`config.mk`:
```
export PLATFORM = sky130hd
export DESIGN_NAME = crms_core_regs
export DESIGN_NICKNAME = d
export VERILOG_FILES = /design/src/crms_pkg.sv /design/src/crms_shadow.sv /design/src/crms_core_regs.sv
export SDC_FILE = /design/constraint.sdc
export NUM_CORES = 2
export LEC_CHECK = 0
export BUFFER_PORTS_ARGS = -buffer_cell sky130_fd_sc_hd__buf_2
export CORE_MARGIN = 3
export CORE_UTILIZATION = 53
export CTS_CLUSTER_DIAMETER = 40
export CTS_CLUSTER_SIZE = 25
export DETAILED_ROUTE_END_ITERATION = 10
export PLACE_DENSITY = 0.78
export SLEW_MARGIN = 20
export SYNTH_ARGS = -nofsm -noshare
export SYNTH_HDL_FRONTEND = slang
export SYNTH_SLANG_ARGS = --single-unit
```
`constraint.sdc`:
```
create_clock -name CORE_CLK -period 2.57 [get_ports CORE_CLK]
set_input_delay 0.257 -clock CORE_CLK [delete_from_list [all_inputs] [get_ports CORE_CLK]]
set_output_delay 0.257 -clock CORE_CLK [all_outputs]
set_load 0.01 [all_outputs]
```
`src/crms_pkg.sv`:
```
// shared constants and carrier types for the core register model
package crms_pkg;
  localparam int          WREG_COUNT      = 16;
  localparam int          WREG_W          = 16;
  localparam int          ACC_W           = 40;
  localparam int          INSN_W          = 24;
  localparam int          PC_W            = 23;
  localparam int          PAGE_W          = 8;
  localparam logic [3:0]  SP_INDEX        = 4'hF;
  localparam logic [3:0]  FP_INDEX        = 4'hE;
  localparam logic [3:0]  DEFAULT_INDEX   = 4'h0;
  localparam logic [15:0] SP_RESET        = 16'h0800;
  localparam logic [7:0]  PAGE_RESET      = 8'h00;
  localparam logic [15:0] STATUS_RESET    = 16'h0000;
  localparam logic [2:0]  IRQ_PRIO_MIN    = 3'h1;
  localparam logic [2:0]  IRQ_PRIO_MAX    = 3'h7;
  localparam logic [3:0]  TRAP_PRIO_MIN   = 4'h8;
  localparam logic [3:0]  TRAP_PRIO_MAX   = 4'hF;
  localparam int          WINDOW_EXTRA_CYC = 1;
  // status word field positions
  localparam int BIT_CARRY   = 0;
  localparam int BIT_ZERO    = 1;
  localparam int BIT_OVF     = 2;
  localparam int BIT_NEG     = 3;
  localparam int BIT_RPT     = 4;
  localparam int BIT_PRIO_LO = 5;
  localparam int BIT_DCARRY  = 8;
  localparam int BIT_LOOP    = 9;
  localparam int BIT_SAB     = 10;
  localparam int BIT_OAB     = 11;
  localparam int BIT_SB      = 12;
  localparam int BIT_SA      = 13;
  localparam int BIT_OB      = 14;
  localparam int BIT_OA      = 15;
  // hardware-owned bits: software writes never touch these
  localparam logic [15:0] SW_RO_MASK   = 16'hC814;
  // read-and-clear bits
  localparam logic [15:0] SW_CLR_MASK  = 16'h3600;
  // bits carried by the shadow push/pop
  localparam logic [15:0] SHADOW_MASK  = 16'h010F;

  typedef struct packed {
    logic        carry;
    logic        zero;
    logic        zero_chain;
    logic        ovf;
    logic        neg;
    logic        dcarry;
  } crms_alu_flags_t;

  typedef struct packed {
    logic        wr;
    logic        byte_op;
    logic        high_byte;
    logic [3:0]  index;
    logic [15:0] data;
  } crms_wr_t;

  typedef struct packed {
    logic [15:0] start;
    logic [15:0] finish;
    logic [15:0] count;
  } crms_loop_t;
endpackage

```
`src/crms_shadow.sv`:
```
// one shadow holding register with a push capture event; pops read SAVED in the host
`timescale 1ns/1ps
module crms_shadow import crms_pkg::*; #(
  parameter int W = 16
) (
  input  wire logic         CORE_CLK,
  input  wire logic         SYS_RST,
  input  wire logic         CLK_EN,
  input  wire logic         PUSH,
  input  wire logic [W-1:0] HOST,
  output logic      [W-1:0] SAVED
);
  typedef struct packed {
    logic [W-1:0] saved;
  } crms_shd_state_t;

  crms_shd_state_t state;
  crms_shd_state_t next_state;

  // no read or write path exists except this push capture
  always_comb begin
    next_state = state;
    if (PUSH) begin
      next_state.saved = HOST;
    end
  end

  always_ff @(posedge CORE_CLK) begin
    if (SYS_RST) begin
      state <= '0;
    end else if (CLK_EN) begin
      state <= next_state;
    end
  end

  assign SAVED = state.saved;
endmodule

```
`src/crms_core_regs.sv`:
```
// programmer-visible register model of the signal-controller core
//
// How it works
// - instruction fetch register holds 24-bit words from program memory.
// - 23-bit program counter, bit 0 zero, top bit masked normally.
// - sixteen 16-bit working registers usable as data, address, offset.
// - two 40-bit accumulators held alongside working registers.
// - last working register is stack pointer, adjusted on call, return, exception.
// - reset loads stack pointer with 0x0800.
// - byte operations change only the low byte of a working register.
// - data-space byte accesses reach either byte of any working register.
// - working register zero is the implicit file-register operand.
// - shadow push/pop moves registers zero to three and five status bits.
// - loop start pushes loop registers to shadows; loop end restores them.
// - shadows have no direct read or write path.
// - status word: low byte ALU flags, priority, repeat; high byte DSP, loop, carry.
// - exception entry stacks status low byte joined with program counter upper byte.
// - loop-active flag is read and clear only.
// - repeat-active flag read only, set by hardware on repeat entry.
// - DSP overflow flags are read only, set by overflow logic.
// - saturation flags sticky until software clears them.
// - clearing combined saturation also clears both individual ones.
// - data write to status word suppressed when the op updates status.
// - interrupt priorities 1 to 7; traps 8 to 15.
// - 8-bit page maps upper data half to program space, one extra cycle.
// - carry-input ops can only clear zero flag, never set it.
`timescale 1ns/1ps
module crms_core_regs import crms_pkg::*; (
  input  wire logic                CORE_CLK,
  input  wire logic                SYS_RST,
  input  wire logic                CLK_EN,
  input  wire logic                FETCH_VALID,
  input  wire logic [INSN_W-1:0]   FETCH_WORD,
  input  wire logic                PC_LOAD,
  input  wire logic [PC_W-1:0]     PC_VALUE,
  input  wire logic                PC_FULL_MODE,
  input  wire crms_wr_t            EXEC_WR,
  input  wire logic                DATA_WR,
  input  wire logic                DATA_BYTE,
  input  wire logic [4:0]          DATA_INDEX,
  input  wire logic                DATA_HIGH,
  input  wire logic [15:0]         DATA_WDATA,
  input  wire logic [4:0]          DATA_RINDEX,
  output logic      [15:0]         DATA_RDATA,
  input  wire logic                OP_SETS_FLAGS,
  input  wire logic                FLAG_UPDATE,
  input  wire crms_alu_flags_t     FLAGS_IN,
  input  wire logic                ACC_A_WR,
  input  wire logic                ACC_B_WR,
  input  wire logic [ACC_W-1:0]    ACC_WDATA,
  input  wire logic                OVF_A,
  input  wire logic                OVF_B,
  input  wire logic                SAT_A,
  input  wire logic                SAT_B,
  input  wire logic                STACK_PUSH,
  input  wire logic                STACK_POP,
  input  wire logic                EXCEPTION_ENTRY,
  input  wire logic [3:0]          EXCEPTION_PRIO,
  input  wire logic [2:0]          NEW_PRIO,
  input  wire logic                SHADOW_PUSH,
  input  wire logic                SHADOW_POP,
  input  wire logic                LOOP_START,
  input  wire logic                LOOP_END,
  input  wire crms_loop_t          LOOP_IN,
  input  wire logic                REPEAT_ENTRY,
  input  wire logic                REPEAT_DONE,
  input  wire logic                WINDOW_ACCESS,
  input  wire logic [14:0]         WINDOW_ADDR,
  output logic [INSN_W-1:0]        INSN_REG,
  output logic [PC_W-1:0]          PC_OUT,
  output logic [15:0]              SP_OUT,
  output logic [15:0]              WORK_OPERAND,
  output logic [ACC_W-1:0]         ACC_A_OUT,
  output logic [ACC_W-1:0]         ACC_B_OUT,
  output logic [15:0]              STATUS_OUT,
  output logic [15:0]              EXCEPTION_FRAME,
  output crms_loop_t               LOOP_OUT,
  output logic [PAGE_W-1:0]        PAGE_OUT,
  output logic [PC_W-1:0]          WINDOW_PROG_ADDR,
  output logic                     WINDOW_STALL,
  output logic                     PRIO_VALID
);
  // data-space register indices for memory-mapped access
  localparam logic [4:0] IDX_STATUS = 5'h10;
  localparam logic [4:0] IDX_PAGE   = 5'h11;

  typedef struct packed {
    logic [INSN_W-1:0]              insn;
    logic [PC_W-1:0]                pc;
    logic [WREG_COUNT-1:0][15:0]    w;
    logic [ACC_W-1:0]               acc_a;
    logic [ACC_W-1:0]               acc_b;
    logic [15:0]                    status;
    logic [PAGE_W-1:0]              page;
    crms_loop_t                     loops;
    logic                           window_wait;
  } crms_state_t;

  crms_state_t state;
  crms_state_t next_state;

  logic [3:0][15:0] shadow_w;
  logic [15:0]      shadow_status;
  crms_loop_t       shadow_loop;

  ////////////////////////////////////////////////////////////////////////////
  // shadow registers
  genvar g;
  generate
    for (g = 0; g < 4; g++) begin : g_wshadow
      crms_shadow #(.W(16)) u_shadow (
        .CORE_CLK (CORE_CLK),
        .SYS_RST  (SYS_RST),
        .CLK_EN   (CLK_EN),
        .PUSH     (SHADOW_PUSH),
        .HOST     (state.w[g]),
        .SAVED    (shadow_w[g])
      );
    end
  endgenerate

  crms_shadow #(.W(16)) u_status_shadow (
    .CORE_CLK (CORE_CLK),
    .SYS_RST  (SYS_RST),
    .CLK_EN   (CLK_EN),
    .PUSH     (SHADOW_PUSH),
    .HOST     (state.status & SHADOW_MASK),
    .SAVED    (shadow_status)
  );

  crms_shadow #(.W(48)) u_loop_shadow (
    .CORE_CLK (CORE_CLK),
    .SYS_RST  (SYS_RST),
    .CLK_EN   (CLK_EN),
    .PUSH     (LOOP_START),
    .HOST     (state.loops),
    .SAVED    (shadow_loop)
  );

  ////////////////////////////////////////////////////////////////////////////
  // next-state logic
  always_comb begin
    logic [15:0] wval;
    logic [15:0] sw_val;
    logic        zero_next;
    logic [7:0]  low_b;
    logic [7:0]  high_b;
    wval       = 16'h0000;
    sw_val     = 16'h0000;
    zero_next  = 1'b0;
    low_b      = 8'h00;
    high_b     = 8'h00;
    next_state = state;

    if (FETCH_VALID) begin
      next_state.insn = FETCH_WORD;
    end
    if (PC_LOAD) begin
      next_state.pc = PC_VALUE & {PC_FULL_MODE, {(PC_W-2){1'b1}}, 1'b0};
    end

    // execution write port; byte ops keep the high byte
    if (EXEC_WR.wr) begin
      wval = state.w[EXEC_WR.index];
      if (EXEC_WR.byte_op) begin
        wval[7:0] = EXEC_WR.data[7:0];
      end else begin
        wval = EXEC_WR.data;
      end
      next_state.w[EXEC_WR.index] = wval;
    end

    // memory-mapped data-space writes, either byte reachable
    if (DATA_WR && !DATA_INDEX[4]) begin
      wval = next_state.w[DATA_INDEX[3:0]];
      if (!DATA_BYTE) begin
        wval = DATA_WDATA;
      end else if (DATA_HIGH) begin
        wval[15:8] = DATA_WDATA[7:0];
      end else begin
        wval[7:0] = DATA_WDATA[7:0];
      end
      next_state.w[DATA_INDEX[3:0]] = wval;
    end

    // stack pointer moves on call, return and exception
    if (STACK_PUSH || EXCEPTION_ENTRY) begin
      next_state.w[SP_INDEX] = state.w[SP_INDEX] + 16'h0002;
    end else if (STACK_POP) begin
      next_state.w[SP_INDEX] = state.w[SP_INDEX] - 16'h0002;
    end
    next_state.w[SP_INDEX][0] = 1'b0;

    if (SHADOW_POP) begin
      for (int i = 0; i < 4; i++) begin
        next_state.w[i] = shadow_w[i];
      end
    end

    if (ACC_A_WR) begin
      next_state.acc_a = ACC_WDATA;
    end
    if (ACC_B_WR) begin
      next_state.acc_b = ACC_WDATA;
    end

    // software write of status: suppressed if the op also sets flags
    if (DATA_WR && DATA_INDEX == IDX_STATUS && !OP_SETS_FLAGS) begin
      low_b  = DATA_BYTE && DATA_HIGH ? state.status[7:0] : DATA_WDATA[7:0];
      high_b = DATA_BYTE ? (DATA_HIGH ? DATA_WDATA[7:0] : state.status[15:8]) : DATA_WDATA[15:8];
      sw_val = {high_b, low_b};
      // plain bits follow the write; clear-only bits may only fall
      next_state.status = (state.status & SW_RO_MASK)
                        | (sw_val & ~SW_RO_MASK & ~SW_CLR_MASK)
                        | (sw_val & state.status & SW_CLR_MASK);
      if (!sw_val[BIT_SAB]) begin
        next_state.status[BIT_SA] = 1'b0;
        next_state.status[BIT_SB] = 1'b0;
      end
    end
    if (DATA_WR && DATA_INDEX == IDX_PAGE) begin
      next_state.page = DATA_WDATA[PAGE_W-1:0];
    end

    if (FLAG_UPDATE) begin
      next_state.status[BIT_CARRY]  = FLAGS_IN.carry;
      next_state.status[BIT_OVF]    = FLAGS_IN.ovf;
      next_state.status[BIT_NEG]    = FLAGS_IN.neg;
      next_state.status[BIT_DCARRY] = FLAGS_IN.dcarry;
      // carry-chained ops only clear zero, so a multi-word zero test ANDs
      zero_next = FLAGS_IN.zero_chain ? (state.status[BIT_ZERO] & FLAGS_IN.zero) : FLAGS_IN.zero;
      next_state.status[BIT_ZERO] = zero_next;
    end
    if (SHADOW_POP) begin
      next_state.status = (next_state.status & ~SHADOW_MASK) | (shadow_status & SHADOW_MASK);
    end

    // overflow flags follow the overflow logic only
    next_state.status[BIT_OA]  = OVF_A;
    next_state.status[BIT_OB]  = OVF_B;
    next_state.status[BIT_OAB] = OVF_A | OVF_B;
    // saturation sticky: set beats a same-cycle clear
    if (SAT_A) begin
      next_state.status[BIT_SA]  = 1'b1;
      next_state.status[BIT_SAB] = 1'b1;
    end
    if (SAT_B) begin
      next_state.status[BIT_SB]  = 1'b1;
      next_state.status[BIT_SAB] = 1'b1;
    end

    if (REPEAT_ENTRY) begin
      next_state.status[BIT_RPT] = 1'b1;
    end else if (REPEAT_DONE) begin
      next_state.status[BIT_RPT] = 1'b0;
    end

    if (LOOP_START) begin
      next_state.loops              = LOOP_IN;
      next_state.status[BIT_LOOP]   = 1'b1;
    end else if (LOOP_END) begin
      next_state.loops = shadow_loop;
    end

    if (EXCEPTION_ENTRY && EXCEPTION_PRIO <= TRAP_PRIO_MAX && EXCEPTION_PRIO <= {1'b0, IRQ_PRIO_MAX}) begin
      next_state.status[BIT_PRIO_LO +: 3] = EXCEPTION_PRIO[2:0];
    end else if (EXCEPTION_ENTRY) begin
      // traps raise the level to the ceiling of the interrupt range
      next_state.status[BIT_PRIO_LO +: 3] = IRQ_PRIO_MAX;
    end else if (DATA_WR && DATA_INDEX == IDX_STATUS && !OP_SETS_FLAGS && NEW_PRIO != 3'h0) begin
      next_state.status[BIT_PRIO_LO +: 3] = next_state.status[BIT_PRIO_LO +: 3];
    end

    // program window costs one extra cycle
    next_state.window_wait = WINDOW_ACCESS && !state.window_wait;
  end

  always_ff @(posedge CORE_CLK) begin
    if (SYS_RST) begin
      state                  <= '0;
      state.w[SP_INDEX]      <= SP_RESET;
      state.status           <= STATUS_RESET;
      state.page             <= PAGE_RESET;
    end else if (CLK_EN) begin
      state <= next_state;
    end
  end

  ////////////////////////////////////////////////////////////////////////////
  // read paths: shadows deliberately absent from the map
  always_comb begin
    if (!DATA_RINDEX[4]) begin
      DATA_RDATA = state.w[DATA_RINDEX[3:0]];
    end else if (DATA_RINDEX == IDX_STATUS) begin
      DATA_RDATA = state.status;
    end else if (DATA_RINDEX == IDX_PAGE) begin
      DATA_RDATA = {8'h00, state.page};
    end else begin
      DATA_RDATA = 16'h0000;
    end
  end

  assign INSN_REG         = state.insn;
  assign PC_OUT           = state.pc;
  assign SP_OUT           = state.w[SP_INDEX];
  assign WORK_OPERAND     = state.w[DEFAULT_INDEX];
  assign ACC_A_OUT        = state.acc_a;
  assign ACC_B_OUT        = state.acc_b;
  assign STATUS_OUT       = state.status;
  assign EXCEPTION_FRAME  = {state.status[7:0], 1'b0, state.pc[PC_W-1:16]};
  assign LOOP_OUT         = state.loops;
  assign PAGE_OUT         = state.page;
  assign WINDOW_PROG_ADDR = {state.page, WINDOW_ADDR[14:1], 1'b0};
  assign WINDOW_STALL     = WINDOW_ACCESS && !state.window_wait;
  assign PRIO_VALID       = NEW_PRIO >= IRQ_PRIO_MIN;
endmodule

```
==> impl_results.html <==
<table>
<tr><th>Metric</th><th>Value</th></tr>
<tr><th colspan="2">Status</th></tr>
<tr><td>Outcome</td><td>finished with violations</td></tr>
<tr><td>Failing checks</td><td>setup timing</td></tr>
<tr><th colspan="2">Yosys</th></tr>
<tr><td>Number of synthesized register bits</td><td>571</td></tr>
<tr><td>Warnings from Yosys</td><td>0</td></tr>
<tr><td>Area fraction in and, or, nand and nor cells after synthesis</td><td>16.2%</td></tr>
<tr><td>Mux contribution to synthesized area</td><td>between 10% and 20%</td></tr>
<tr><td>Fraction of synthesis flops using an asynchronous set or reset pin</td><td>0%</td></tr>
<tr><td>Largest family of logic cells by synthesized area</td><td>compound AO/OA/AOI/OAI gates</td></tr>
<tr><td>Cells taking the most area after synthesis</td><td>sky130_fd_sc_hd__dfxtp_1 33%, sky130_fd_sc_hd__mux4_2 9.2%, sky130_fd_sc_hd__nand2_1 8.0%</td></tr>
<tr><td>Share of the yosys chip area belonging to registers</td><td>32.7%</td></tr>
<tr><td>Number of flops mapped to enable cells by yosys</td><td>0</td></tr>
<tr><td>Synthesized-area fraction occupied by xor and xnor cells</td><td>0.326%</td></tr>
<tr><td>Number of distinct library cell variants in the gate-level netlist after synthesis</td><td>slightly above 90</td></tr>
<tr><td>Number of instances in the synthesized netlist</td><td>4297</td></tr>
<tr><td>Area fraction in compound gates after synthesis</td><td>23.6%</td></tr>
<tr><td>Synthesized area per cell</td><td>8.13 um2</td></tr>
<tr><td>Most frequently used flop master after synthesis</td><td>sky130_fd_sc_hd__dfxtp_1</td></tr>
<tr><td>Area share of the largest cell type after synthesis</td><td>32.7%</td></tr>
<tr><td>Netlist Area Pre-Place</td><td>~0.035 mm2</td></tr>
<tr><td>Dominant cell type by area after synthesis</td><td>sky130_fd_sc_hd__dfxtp_1</td></tr>
<tr><td>Share of synthesized cell area in full adder, half adder and majority cells</td><td>less than 1%</td></tr>
<tr><th colspan="2">Job</th></tr>
<tr><td>Maximum capacitance violations</td><td>0</td></tr>
<tr><th colspan="2">Hold path</th></tr>
<tr><td>Hold Path Stages</td><td>5</td></tr>
<tr><td>Hold endpoint</td><td>STATUS_OUT[0]</td></tr>
<tr><td>Hold Path Class</td><td>input port to register</td></tr>
<tr><td>Start point of the worst min-delay path</td><td>FLAGS_IN[5]</td></tr>
<tr><th colspan="2">Global routing</th></tr>
<tr><td>Total GRT Usage</td><td>52.3%</td></tr>
<tr><td>Pin count of the biggest net entering global routing</td><td>between 150 and 200</td></tr>
<tr><td>Wire length of the first global-routing pass</td><td>271000 um</td></tr>
<tr><td>Number of antenna violations at the first check in global routing</td><td>9</td></tr>
<tr><td>Vias in the first global route</td><td>41.2k</td></tr>
<tr><td>Sum of overflow across all layers after global routing</td><td>0</td></tr>
<tr><th colspan="2">Drt</th></tr>
<tr><td>Number of vias in the routed layout</td><td>42.7k</td></tr>
<tr><td>Residual antenna-violating net count after detailed routing</td><td>0</td></tr>
<tr><td>Final routed DRC violation total</td><td>0</td></tr>
<tr><td>Wirelength, routed</td><td>just under 200000 um</td></tr>
<tr><td>Routed via count divided by cell count</td><td>6.91</td></tr>
<tr><td>Initial DRT Pass Iterations</td><td>10</td></tr>
<tr><td>Starting DRT DRC Count</td><td>6303</td></tr>
<tr><td>Detail-routed net length per standard cell</td><td>31.1 um</td></tr>
<tr><th colspan="2">Setup path</th></tr>
<tr><td>Critical setup path kind</td><td>register to output pin</td></tr>
<tr><td>Reg2Reg Setup Slack</td><td>-0.26 ns</td></tr>
<tr><td>Required time at the worst-slack endpoint</td><td>between 2 and 2.5 ns</td></tr>
<tr><td>RR Startpoint</td><td>state[328]</td></tr>
<tr><td>Startpoint Class</td><td>register</td></tr>
<tr><td>Worst reg2reg endpoint</td><td>state[216]</td></tr>
<tr><td>Critical path data arrival time</td><td>2.61 ns</td></tr>
<tr><td>Crit path max fanout</td><td>3</td></tr>
<tr><td>R2R cell count</td><td>9</td></tr>
<tr><td>Kind of capture point of the worst setup path</td><td>output pin</td></tr>
<tr><th colspan="2">STA</th></tr>
<tr><td>RSZ-0062 raised after global routing</td><td>yes</td></tr>
<tr><td>Transition at the pin with the smallest max-transition slack</td><td>0.874 ns</td></tr>
<tr><td>Worst hold slack across all endpoints</td><td>0.0173 ns</td></tr>
<tr><td>Count of endpoints failing setup in the final report</td><td>121</td></tr>
<tr><td>Total count of max-transition violations in the final report</td><td>0</td></tr>
<tr><td>Worst slew margin relative to its limit</td><td>41.6%</td></tr>
<tr><td>Fraction of the cycle the final worst path needs</td><td>112%</td></tr>
<tr><td>Min Tclk post-route</td><td>between 2 and 3 ns</td></tr>
<tr><td>Worst clock skew</td><td>between 0.04 and 0.05 ns</td></tr>
<tr><td>Number of endpoints with negative hold slack in the final report</td><td>0</td></tr>
<tr><td>Maximum operating frequency</td><td>around 350 MHz</td></tr>
<tr><td>Final setup margin</td><td>-0.300 ns</td></tr>
<tr><th colspan="2">Die</th></tr>
<tr><td>Die height</td><td>263 um</td></tr>
<tr><td>Number of core rows</td><td>93</td></tr>
<tr><td>Ports placed on the boundary</td><td>roughly 530</td></tr>
<tr><td>Effective utilization at floorplan</td><td>53.9%</td></tr>
<tr><td>Total core area</td><td>0.0648 mm2</td></tr>
<tr><td>Chip Width</td><td>263 um</td></tr>
<tr><td>Die Footprint</td><td>approximately 0.069 mm2</td></tr>
<tr><th colspan="2">CTS</th></tr>
<tr><td>CTS root buf</td><td>sky130_fd_sc_hd__clkbuf_16</td></tr>
<tr><td>Total clock sinks</td><td>around 570</td></tr>
<tr><td>H-Tree Depth</td><td>3</td></tr>
<tr><td>Number of buffers on the longest clock path</td><td>3</td></tr>
<tr><td>Number of buffers inserted during clock tree synthesis</td><td>92</td></tr>
<tr><td>Clock tree from TritonCTS</td><td>built</td></tr>
<tr><td>Reg clk slew, reported paths</td><td>0.06 ns</td></tr>
<tr><td>Worst skew pair latency</td><td>0.68 ns</td></tr>
<tr><th colspan="2">Power and ir drop</th></tr>
<tr><td>Int Power</td><td>19.7 mW</td></tr>
<tr><td>Clock Power Share</td><td>between 40 and 50%</td></tr>
<tr><td>Part of the total power dissipated in combinational logic</td><td>18.4%</td></tr>
<tr><td>Power Density</td><td>around 580 mW/mm2</td></tr>
<tr><td>Switching power total</td><td>8.61 mW</td></tr>
<tr><td>Switching fraction of total power</td><td>30.4%</td></tr>
<tr><td>IR drop worst, VDD</td><td>0.625 mV</td></tr>
<tr><td>Seq pwr share</td><td>33.4%</td></tr>
<tr><td>Reported leakage power</td><td>19.6 nW</td></tr>
<tr><td>Power consumption</td><td>around 28 mW</td></tr>
<tr><th colspan="2">Placement</th></tr>
<tr><td>Placed wire-length estimate</td><td>132000 um</td></tr>
<tr><td>GP Congestion</td><td>around 1.2</td></tr>
<tr><td>Port Buffer Count</td><td>491</td></tr>
<tr><td>Post-placement cell area</td><td>0.0417 mm2</td></tr>
<tr><th colspan="2">Layout</th></tr>
<tr><td>Proportion of layout cells with a drive suffix above 1</td><td>38.0%</td></tr>
<tr><td>Share of the core filled with cells</td><td>between 70% and 80%</td></tr>
<tr><td>Net count reported at finish</td><td>5486</td></tr>
<tr><td>Highest-count cells in the layout ignoring fill and taps</td><td>755 x sky130_fd_sc_hd__buf_4, 742 x sky130_fd_sc_hd__nand2_1, 501 x sky130_fd_sc_hd__dfxtp_1, 485 x sky130_fd_sc_hd__buf_2, 430 x sky130_fd_sc_hd__a21oi_1</td></tr>
<tr><td>Most common cell after layout, fill and taps aside</td><td>sky130_fd_sc_hd__buf_4</td></tr>
<tr><td>Cell area after layout</td><td>0.0489 mm2</td></tr>
<tr><td>Growth of design area from synthesis to finish</td><td>40.1%</td></tr>
</table>
[state kept, by name (all words and copies together), names as in the netlist]
name                      flops
ACC_A_OUT                    40
WORK_OPERAND                 16
g_wshadow.u_shadow.SAVED     64
INSN_REG                     24
u_status_shadow.SAVED         5
SP_OUT                       15
state                       225
PAGE_OUT                      8
ACC_B_OUT                    40
LOOP_OUT                     48
STATUS_OUT                   16
PC_OUT                       22
u_loop_shadow.SAVED          48
[worst max path at each step]
stage           startpoint        endpoint  slack (ns)  cells after the start
3_3_place_gp   EXEC_WR[18]      state[317]       -0.72                     12
3_5_place_dp   EXEC_WR[22]      state[252]       -0.79                     13
4_1_cts         state[212]  DATA_RDATA[11]       -0.25                      6
5_1_grt         state[214]  DATA_RDATA[13]       -0.31                      6
6_report        state[214]  DATA_RDATA[13]       -0.30                      6
2_1_floorplan  EXEC_WR[17]      state[289]       -0.12                     12
[what timing repair did]
action | in CTS | in global routing
gates cloned | 3 | 1
endpoints found under the setup margin | 108 | 202
buffers inserted | 59 | 45
hold endpoints to repair | 190 | 0
gates resized for setup | 224 | 187
pin swaps | 53 | 65
hold buffers | 148 | 0
[final cells by class]
| cell class | count | area (um2) |
|---|---|---|
| Multi-Input combinational cell | 3007 | 20800 |
| Fill cell | 4379 | 15900 |
| Timing Repair Buffer | 1535 | 11900 |
| Sequential cell | 571 | 11600 |
| Clock buffer | 111 | 2460 |
| Tap cell | 855 | 1070 |
| Clock inverter | 59 | 910 |
| Inverter | 38 | 145 |
| Antenna cell | 9 | 22.5 |
[synth_stat cells, types with 16 or more instances]
| master | count |
|---|---|
| sky130_fd_sc_hd__o21a_1 | 17 |
| sky130_fd_sc_hd__dfxtp_1 | 571 |
| sky130_fd_sc_hd__buf_2 | 43 |
| sky130_fd_sc_hd__a21oi_1 | 450 |
| sky130_fd_sc_hd__buf_1 | 35 |
| sky130_fd_sc_hd__nor2_1 | 285 |
| sky130_fd_sc_hd__o221a_2 | 22 |
| sky130_fd_sc_hd__clkbuf_1 | 314 |
| sky130_fd_sc_hd__o2111ai_1 | 20 |
| sky130_fd_sc_hd__and3_1 | 20 |
| sky130_fd_sc_hd__or3_1 | 23 |
| sky130_fd_sc_hd__o221ai_1 | 57 |
| sky130_fd_sc_hd__o31ai_1 | 19 |
| sky130_fd_sc_hd__nand2b_1 | 28 |
| sky130_fd_sc_hd__mux2i_1 | 218 |
| sky130_fd_sc_hd__a32oi_1 | 22 |
| sky130_fd_sc_hd__o21ai_0 | 277 |
| sky130_fd_sc_hd__nand2_1 | 747 |
| sky130_fd_sc_hd__nor2b_1 | 21 |
| sky130_fd_sc_hd__a221oi_1 | 16 |
| sky130_fd_sc_hd__o22ai_1 | 37 |
| sky130_fd_sc_hd__mux4_2 | 142 |
| sky130_fd_sc_hd__a31oi_1 | 77 |
| sky130_fd_sc_hd__nand3_1 | 64 |
| sky130_fd_sc_hd__o211ai_1 | 42 |
| sky130_fd_sc_hd__nor3_1 | 52 |
| sky130_fd_sc_hd__inv_1 | 33 |
| sky130_fd_sc_hd__a311oi_1 | 27 |
| sky130_fd_sc_hd__buf_4 | 284 |
| sky130_fd_sc_hd__a211oi_1 | 97 |
[per-stage QoR]
stage / cells / worst slack [ns] / setup TNS (ns)
floorplan: 4300 / -0.124 / -2.30
global placement: 5760 / -0.724 / -130.84
detailed placement: 5760 / -0.785 / -136.48
CTS: 6135 / -0.245 / -7.12
global route: 6180 / -0.308 / -21.81
finish: 6185 / -0.300 / -16.62
[metal layers]
layer | part of all wire [%] | GRT usage (%) | up-vias
li1 | - | - | 17268
met5 | 0.015 | 0.416 | -
met3 | 15 | 21.6 | 1284
met4 | 10 | 41.2 | 4
met2 | 42 | 77.9 | 4161
met1 | 33 | 59.2 | 19995
[cells by family (layout without fill, tap and decap cells)]
kind of cell             count (synthesis)  after routing
AND/OR/NAND/NOR                       1323           1323
buffers and inverters                  722           1743
other                                    1             13
multiplexers                           375            375
AO/OA/AOI/OAI                         1290           1290
flip-flops                             571            571
adder cells (fa/ha/maj)                  2              2
XOR/XNOR                                13             13
[critical path: stages, from the launching register on]
cell                      delay (ns)
sky130_fd_sc_hd__dfxtp_4        0.35
sky130_fd_sc_hd__buf_6          0.12
sky130_fd_sc_hd__mux4_2         0.64
sky130_fd_sc_hd__mux4_2         0.55
sky130_fd_sc_hd__inv_2          0.08
sky130_fd_sc_hd__o21ai_2        0.05
sky130_fd_sc_hd__buf_2          0.15
[power groups by stage]
| stage | Sequential [mW] | Clock, mW | Combinational (mW) |
|---|---|---|---|
| finish | 9.46 | 13.6 | 5.22 |
| global route | 9.47 | 14.0 | 5.34 |
| CTS | 9.42 | 13.4 | 4.73 |
| detailed placement | 9.60 | 0 | 4.31 |
| global placement | 9.59 | 0 | 4.27 |
| floorplan | 9.53 | 0 | 2.43 |
(Power assumes the default switching activity.)
